[config.mk]
export PLATFORM = sky130hd
export DESIGN_NAME = trace_scan_access
export DESIGN_NICKNAME = d
export VERILOG_FILES = /design/src/shared/trace_scan_pkg.sv /design/src/hw/pin_sync.sv /design/src/hw/trace_scan_access.sv
export SDC_FILE = /design/constraint.sdc
export NUM_CORES = 1
export LEC_CHECK = 0
export BUFFER_PORTS_ARGS = -buffer_cell sky130_fd_sc_hd__buf_2
export CORE_MARGIN = 3
export CORE_UTILIZATION = 45
export CTS_CLUSTER_DIAMETER = 40
export DETAILED_ROUTE_END_ITERATION = 8
export PLACE_DENSITY_LB_ADDON = 0.25
export SYNTH_ARGS = -nofsm -noshare
export SYNTH_HDL_FRONTEND = slang
export SYNTH_SLANG_ARGS = --single-unit
[constraint.sdc]
create_clock -name clk -period 2.15 [get_ports clk]
set_clock_uncertainty 0.2 [all_clocks]
set_input_delay 0.215 -clock clk [delete_from_list [all_inputs] [get_ports clk]]
set_output_delay 0.215 -clock clk [all_outputs]
set_load 0.05 [all_outputs]
[src/shared/trace_scan_pkg.sv]
// Constants and types for the trace macrocell scan-chain register access path
// What this block does
// [RL1] Registers reached only through TAP chain six
// [RL2] One 40-bit chain: data, address, flag
// [RL3] Host writes: data, address, flag one
// [RL4] Host reads: address and flag zero
// [RL5] Read ignores shifted data field
// [RL6] Access happens only on entering Update-DR
// [RL7] Bit layout LSB first; read data captured
package trace_scan_pkg;

  localparam int unsigned CHAIN_LEN   = 40;
  localparam int unsigned DATA_W      = 32;
  localparam int unsigned ADDR_W      = 7;
  localparam int unsigned CHAIN_SEL_W = 4;
  localparam int unsigned PIN_COUNT   = 3;

  // Field positions inside the chain
  localparam int unsigned DATA_LSB  = 0;
  localparam int unsigned DATA_MSB  = 31;
  localparam int unsigned ADDR_LSB  = 32;
  localparam int unsigned ADDR_MSB  = 38;
  localparam int unsigned FLAG_BIT  = 39;

  // Pin positions in the synchroniser bundle
  localparam int unsigned PIN_TCK = 0;
  localparam int unsigned PIN_TMS = 1;
  localparam int unsigned PIN_TDI = 2;

  localparam logic [CHAIN_SEL_W-1:0] TRACE_CHAIN = 4'h6;
  localparam logic                   FLAG_WRITE  = 1'b1;

  // Reset values
  localparam logic [CHAIN_LEN-1:0] CHAIN_RST = 40'h00_0000_0000;
  localparam logic [DATA_W-1:0]    DATA_RST  = 32'h0000_0000;
  localparam logic [ADDR_W-1:0]    ADDR_RST  = 7'h00;
  localparam logic [PIN_COUNT-1:0] PINS_RST  = 3'h0;

  typedef enum logic [3:0] {
    TEST_RESET,
    RUN_IDLE,
    SEL_DR,
    CAPTURE_DR,
    SHIFT_DR,
    EXIT1_DR,
    PAUSE_DR,
    EXIT2_DR,
    UPDATE_DR,
    SEL_IR,
    CAPTURE_IR,
    SHIFT_IR,
    EXIT1_IR,
    PAUSE_IR,
    EXIT2_IR,
    UPDATE_IR
  } tap_state_t;

endpackage

[src/hw/pin_sync.sv]
// Two-flop synchroniser for a bundle of asynchronous pins
`timescale 1ns/1ps
module pin_sync #(
  parameter int unsigned WIDTH = 1
) (
  input  wire logic             clk,
  input  wire logic             rst_n,
  input  wire logic [WIDTH-1:0] async_in,
  output logic      [WIDTH-1:0] sync_out
);

  logic [WIDTH-1:0] meta_q;

  // First stage feeds only the second stage
  always_ff @(posedge clk or negedge rst_n) begin
    if (!rst_n) begin
      meta_q   <= '0;
      sync_out <= '0;
    end else begin
      meta_q   <= async_in;
      sync_out <= meta_q;
    end
  end

endmodule

[src/hw/trace_scan_access.sv]
// Trace macrocell register access over the core TAP scan chain
`timescale 1ns/1ps
module trace_scan_access
  import trace_scan_pkg::*;
(
  input  wire logic                                  clk,
  input  wire logic                                  rst_n,
  input  wire logic                                  tck,
  input  wire logic                                  tms,
  input  wire logic                                  tdi,
  input  wire logic [trace_scan_pkg::CHAIN_SEL_W-1:0] chain_num,
  input  wire logic [trace_scan_pkg::DATA_W-1:0]      reg_rdata,
  output logic                                       tdo,
  output logic                                       tdo_oe_n,
  output logic                                       reg_wr,
  output logic                                       reg_rd,
  output logic      [trace_scan_pkg::ADDR_W-1:0]      reg_addr,
  output logic      [trace_scan_pkg::DATA_W-1:0]      reg_wdata
);

  // Pin side
  logic [PIN_COUNT-1:0] pins_s;
  logic                 tck_prev_q;

  // TAP walk and scan chain
  tap_state_t           state_q;
  tap_state_t           state_d;
  logic [CHAIN_LEN-1:0] chain_q;
  logic [CHAIN_LEN-1:0] chain_d;

  // Held results and output flops
  logic [DATA_W-1:0]    rdata_q;
  logic                 sel_q;
  logic                 tdo_q;
  logic                 tdo_oe_n_q;
  logic                 wr_q;
  logic                 rd_q;
  logic [ADDR_W-1:0]    addr_q;
  logic [DATA_W-1:0]    wdata_q;

  // TCK, TMS and TDI share one delay so their relative timing is kept
  // Each TCK phase must last two clk edges or an edge is missed
  pin_sync #(
    .WIDTH (PIN_COUNT)
  ) u_pin_sync (
    .clk      (clk),
    .rst_n    (rst_n),
    .async_in ({tdi, tms, tck}),
    .sync_out (pins_s)
  );

  wire tck_s     = pins_s[PIN_TCK];
  wire tms_s     = pins_s[PIN_TMS];
  wire tdi_s     = pins_s[PIN_TDI];
  wire tck_rise  = tck_s & ~tck_prev_q;
  wire tck_fall  = ~tck_s & tck_prev_q;

  wire chain_hit   = (chain_num == TRACE_CHAIN); // RL1
  wire shift_st    = (state_q == SHIFT_DR);
  wire upd_next    = (state_d == UPDATE_DR);
  wire upd_now     = (state_q == UPDATE_DR);
  wire in_capture  = tck_rise & (state_q == CAPTURE_DR);
  wire in_shift    = tck_rise & shift_st;
  // Access fires on the edge that moves the TAP into Update-DR
  wire enter_upd   = tck_rise & upd_next & ~upd_now; // RL6
  wire do_access   = enter_upd & sel_q; // RL1
  wire is_write    = (chain_q[FLAG_BIT] == FLAG_WRITE); // RL3
  wire [ADDR_W-1:0] chain_addr = chain_q[ADDR_MSB:ADDR_LSB]; // RL2
  wire [DATA_W-1:0] chain_data = chain_q[DATA_MSB:DATA_LSB]; // RL2

  // Per-edge actions, decoded here so the flops stay plain
  wire cap_fire    = in_capture & sel_q;
  wire shift_fire  = in_shift & sel_q;
  wire sel_load    = tck_rise & (state_q == SEL_DR) & ~tms_s; // RL1
  wire sel_clear   = tck_rise & (state_q == TEST_RESET);
  wire wr_fire     = do_access & is_write; // RL3
  wire rd_fire     = do_access & ~is_write; // RL4
  wire drive_tdo   = sel_q & shift_st;
  // Capture keeps last address and flag in the top byte
  wire [CHAIN_LEN-1:0] chain_cap = {chain_q[FLAG_BIT:ADDR_LSB], rdata_q}; // RL7
  wire [CHAIN_LEN-1:0] chain_shf = {tdi_s, chain_q[CHAIN_LEN-1:1]}; // RL7

  // Standard TAP state walk on TMS
  always_comb begin
    state_d = state_q;
    case (state_q)
      TEST_RESET: state_d = tms_s ? TEST_RESET : RUN_IDLE;
      RUN_IDLE:   state_d = tms_s ? SEL_DR : RUN_IDLE;
      SEL_DR:     state_d = tms_s ? SEL_IR : CAPTURE_DR;
      CAPTURE_DR: state_d = tms_s ? EXIT1_DR : SHIFT_DR;
      SHIFT_DR:   state_d = tms_s ? EXIT1_DR : SHIFT_DR;
      EXIT1_DR:   state_d = tms_s ? UPDATE_DR : PAUSE_DR;
      PAUSE_DR:   state_d = tms_s ? EXIT2_DR : PAUSE_DR;
      EXIT2_DR:   state_d = tms_s ? UPDATE_DR : SHIFT_DR;
      UPDATE_DR:  state_d = tms_s ? SEL_DR : RUN_IDLE;
      SEL_IR:     state_d = tms_s ? TEST_RESET : CAPTURE_IR;
      CAPTURE_IR: state_d = tms_s ? EXIT1_IR : SHIFT_IR;
      SHIFT_IR:   state_d = tms_s ? EXIT1_IR : SHIFT_IR;
      EXIT1_IR:   state_d = tms_s ? UPDATE_IR : PAUSE_IR;
      PAUSE_IR:   state_d = tms_s ? EXIT2_IR : PAUSE_IR;
      EXIT2_IR:   state_d = tms_s ? UPDATE_IR : SHIFT_IR;
      UPDATE_IR:  state_d = tms_s ? SEL_DR : RUN_IDLE;
      default:    state_d = TEST_RESET;
    endcase
  end

  // Capture loads read data, shift moves LSB first toward TDO
  always_comb begin
    chain_d = chain_q;
    if (cap_fire) begin
      chain_d = chain_cap; // RL7
    end else if (shift_fire) begin
      // Bit 0 leaves first, TDI enters at the flag end
      chain_d = chain_shf; // RL7
    end
  end

  // Idle TCK is low, so this reset value cannot fake a rise
  always_ff @(posedge clk or negedge rst_n) begin
    if (!rst_n) begin
      tck_prev_q <= 1'b0;
    end else begin
      tck_prev_q <= tck_s;
    end
  end

  // TAP moves only on a synced TCK rise
  always_ff @(posedge clk or negedge rst_n) begin
    if (!rst_n) begin
      state_q <= TEST_RESET;
    end else if (tck_rise) begin
      state_q <= state_d;
    end
  end

  // Chain only shifts while the whole scan owns chain six
  always_ff @(posedge clk or negedge rst_n) begin
    if (!rst_n) begin
      chain_q <= CHAIN_RST;
    end else begin
      chain_q <= chain_d; // RL2
    end
  end

  // Selection frozen at Select-DR so a late chain change cannot split a scan
  always_ff @(posedge clk or negedge rst_n) begin
    if (!rst_n) begin
      sel_q <= 1'b0;
    end else if (sel_load) begin
      sel_q <= chain_hit; // RL1
    end else if (sel_clear) begin
      sel_q <= 1'b0;
    end
  end

  // One-cycle strobes toward the trace register file
  always_ff @(posedge clk or negedge rst_n) begin
    if (!rst_n) begin
      wr_q <= 1'b0;
    end else begin
      wr_q <= wr_fire; // RL3
    end
  end

  // The file must present read data in the strobe cycle
  always_ff @(posedge clk or negedge rst_n) begin
    if (!rst_n) begin
      rd_q <= 1'b0;
    end else begin
      rd_q <= rd_fire; // RL4
    end
  end

  // Address follows every access, read or write
  always_ff @(posedge clk or negedge rst_n) begin
    if (!rst_n) begin
      addr_q <= ADDR_RST;
    end else if (do_access) begin
      addr_q <= chain_addr; // RL6
    end
  end

  // Write data only loaded on writes; a read leaves it untouched
  always_ff @(posedge clk or negedge rst_n) begin
    if (!rst_n) begin
      wdata_q <= DATA_RST;
    end else if (wr_fire) begin
      wdata_q <= chain_data; // RL5
    end
  end

  // Read result held until the next read strobe replaces it
  always_ff @(posedge clk or negedge rst_n) begin
    if (!rst_n) begin
      rdata_q <= DATA_RST;
    end else if (rd_q) begin
      rdata_q <= reg_rdata; // RL7
    end
  end

  // TDO changes on the falling TCK edge, giving the host a half period
  always_ff @(posedge clk or negedge rst_n) begin
    if (!rst_n) begin
      tdo_q <= 1'b0;
    end else if (tck_fall) begin
      tdo_q <= chain_q[DATA_LSB]; // RL7
    end
  end

  // Drive follows the same edge, so the pin never shows stale data
  always_ff @(posedge clk or negedge rst_n) begin
    if (!rst_n) begin
      tdo_oe_n_q <= 1'b1;
    end else if (tck_fall) begin
      tdo_oe_n_q <= ~drive_tdo;
    end
  end

  assign tdo       = tdo_q;
  assign tdo_oe_n  = tdo_oe_n_q;
  assign reg_wr    = wr_q;
  assign reg_rd    = rd_q;
  assign reg_addr  = addr_q;
  assign reg_wdata = wdata_q;

endmodule

==> key figures <==
Status
  • Status: complete, no violations

Timing
  • Total negative slack: 0 ps
  • Final Hold Fails: 0
  • Hold slack: ~150 ps
  • Slew HR: 0.626
  • Worst Tran Pin Value: 561 ps
  • Final WS setup: approximately 210 ps
  • Final-report max-slew violation count: 0
  • Final min period: ~1900 ps
  • F_max: ~520 MHz
  • RSZ-0062 raised after global routing: false
  • Final worst-path cycle share: 0.902
  • Endpoints failing setup: 0

Synthesis
  • Number of synthesized register bits: approximately 130
  • Ys flop type: dfrtp_1
  • Seq/Total Area, Yosys: 0.624
  • Post-synth top area cell: dfrtp_1
  • Avg Cell Area, Syn: approximately 13 sq um
  • Post-synth ARST share: 1.00
  • Synthesized netlist cell count: slightly below 400
  • Most instantiated library cell after synthesis: dfrtp_1
  • Mapped Area: between 5000 and 6000 sq um
  • Largest cells by area after synthesis: dfrtp_1 62%, mux2_2 18%, a22oi_1 4.7%
  • Top-area cell type share of the netlist area: 0.618
  • YS warnings: 0
  • Post-synth top cells: 126 x dfrtp_1, 80 x mux2_2, 36 x nand2_1, 32 x a22oi_1, 31 x o21ai_0
  • Number of synthesized flops with an enable pin: 0
  • Synth unique cells: 37
  • Synthesized Nets: between 400 and 500

Setup path
  • Critical path required time: around 2200 ps
  • Critical path fanouts, max: 8
  • Crit path kind: reg2reg
  • Critical Path Sink Type: register
  • Worst setup SP type: register
  • Critical path arrival: approximately 2000 ps

Pwr
  • Sequential power share: 0.405
  • Combinational share of power: 0.132
  • Total power: approximately 6.5 mW
  • Clk pwr share: 0.463
  • Psw: ~1.7 mW
  • Switching share of power: 0.255
  • Worst VDD drop: 737 uV
  • Internal: 4.86 mW
  • LEAKAGE: about 3.4 nW
  • Cell Pwr Density: ~960 nW/um^2

Clock tree
  • Clock Path Buffers: 2
  • Clock tree sinks: approximately 130
  • H-tree depth: 4
  • Post-cts gate resize count: 0
  • Clk root buf: clkbuf_16
  • Worst-path clk slew: roughly 60 ps
  • Inserted Clock Buffers: 17
  • Clk_lat worst skew: between 400 and 500 ps
  • CTS tree: built

GRT
  • Initial antenna violation count: 0
  • GRT Util Overall: 0.184
  • GRT overflow: 0
  • First-pass GRT wire length: roughly 18000 microns
  • Vias in the first global route: 3616
  • Largest net degree at the start of global routing: ~60

Layout
  • Antenna Cells: 0
  • Area Growth Syn to Fin: 33.4%
  • Fill cells: about 900
  • Layout Cells excl Fill: slightly below 700
  • Proportion of layout cells with a drive suffix above 1: 0.413
  • Nets: about 560

Die
  • Initial Util: 0.466
  • Row count: 38
  • Ports: 84
  • Die footprint: 12600 sq um
  • Floorplan Core Area: ~11000 sq um
  • Die W: ~110 microns
  • Die H: 112 microns

Drt
  • Antenna Nets Post-Route: 0
  • Post-route DRC: 0
  • Vias per inst: 5.31
  • Detailed-route via count: approximately 3600
  • Starting DRT DRC Count: ~180
  • Routed len/inst: 16.3 microns
  • Final WL: roughly 11000 microns
  • Pre-antenna DRT Iters: 5

Placement
  • HPWL Detailed: approximately 7100 microns
  • Port buffer count: a little over 80
  • GP Congestion: approximately 0.80
  • Placement Setup Slack: 233 ps
  • # placed instances: around 600

Flow run
  • MaxCap Viol Count: 0

Worst hold path
  • Hold WC Path Type: in2async
metrics by stage:
stage | util | instance area, sq um
2_1_floorplan | - | 5100
3_3_place_gp | 0.528 | 5770
3_5_place_dp | 0.528 | 5770
4_1_cts | 0.622 | 6800
5_1_grt | 0.622 | 6800
6_report | 0.622 | 6800
metal layers:
metal	wire, microns	GRT usage	up-vias	share of wire
li1	-	-	1670	-
met1	4970	0.240	1793	0.45
met2	5350	0.293	96	0.48
met3	528	0.0507	22	0.048
met4	175	0.0745	0	0.016
met5	0	0	-	0
area by class of cell:
class / instances / area (sq um) / area share
clock buffers: 18 / 439 / 0.0645
clock inverters: 13 / 190 / 0.0280
inverters: 4 / 15.0 / 0.00221
multi-input cells: 231 / 1800 / 0.265
flip-flops and latches: 127 / 3180 / 0.467
well taps: 140 / 175 / 0.0257
repair buffers: 142 / 1000 / 0.147
layout by cell type, fill, tap and decap left out, types with 4 or more instances in the layout:
| cell type | n |
|---|---|
| nor2b_1 | 4 |
| buf_4 | 16 |
| buf_2 | 82 |
| nand3_1 | 4 |
| clkinvlp_4 | 4 |
| dlygate4sd3_1 | 40 |
| a22oi_1 | 32 |
| bufinv_16 | 4 |
| nand2_1 | 36 |
| a21oi_1 | 7 |
| inv_1 | 4 |
| clkbuf_16 | 17 |
| o21ai_0 | 31 |
| mux2_2 | 80 |
| nor2_1 | 5 |
| dfrtp_1 | 126 |
| o21ai_1 | 5 |
| clkinv_4 | 4 |
registers in the layout, indices dropped and copies added (netlist names), 3 cells and up:
| register | count |
|---|---|
| u_pin_sync.meta_q | 3 |
| reg_addr | 7 |
| chain_q | 40 |
| state_q | 4 |
| reg_wdata | 32 |
| u_pin_sync.sync_out | 3 |
| rdata_q | 32 |
final timing paths:
check                                      from                     end  slack, ps  cells past startpoint
min reg2reg                u_pin_sync.meta_q[1]  u_pin_sync.sync_out[1]        150                      0
min                                       rst_n            reg_wdata[7]        150                      2
min in group clk           u_pin_sync.meta_q[1]  u_pin_sync.sync_out[1]        150                      0
max in group asynchronous                 rst_n             chain_q[15]       1000                      3
max reg2reg                          state_q[0]             chain_q[36]        210                      3
max                                  state_q[0]             chain_q[36]        210                      3
worst max-delay path: stages, from the launching register on:
cell and delay [ps]:
dfrtp_1 460, nor4b_4 400, nand3_1 360, mux2_2 400
power groups by stage:
stage	sequential (mW)	clock, mW	combinational (mW)
floorplan	2.65	0	0.487
finish	2.64	3.02	0.862
global route	2.65	3.19	0.955
CTS	2.64	3.08	0.864
detailed placement	2.68	0	0.801
global placement	2.67	0	0.782
kinds of logic (layout without fill, tap and decap cells):
group / Yosys count / in the layout / share of synthesized area
compound gates: 86 / 86 / 0.106
xor+xnor: 1 / 1 / 0.00172
buf+inv: 30 / 177 / 0.0265
flops: 127 / 127 / 0.624
mux: 80 / 80 / 0.177
simple gates: 64 / 64 / 0.0655
repair_timing:
action,CTS,global route
endpoints found under the setup margin,0,0
buffers inserted,0,0
hold buffers,40,0
hold endpoints to repair,115,0
No activity file was read; power rests on OpenSTA's default activity.
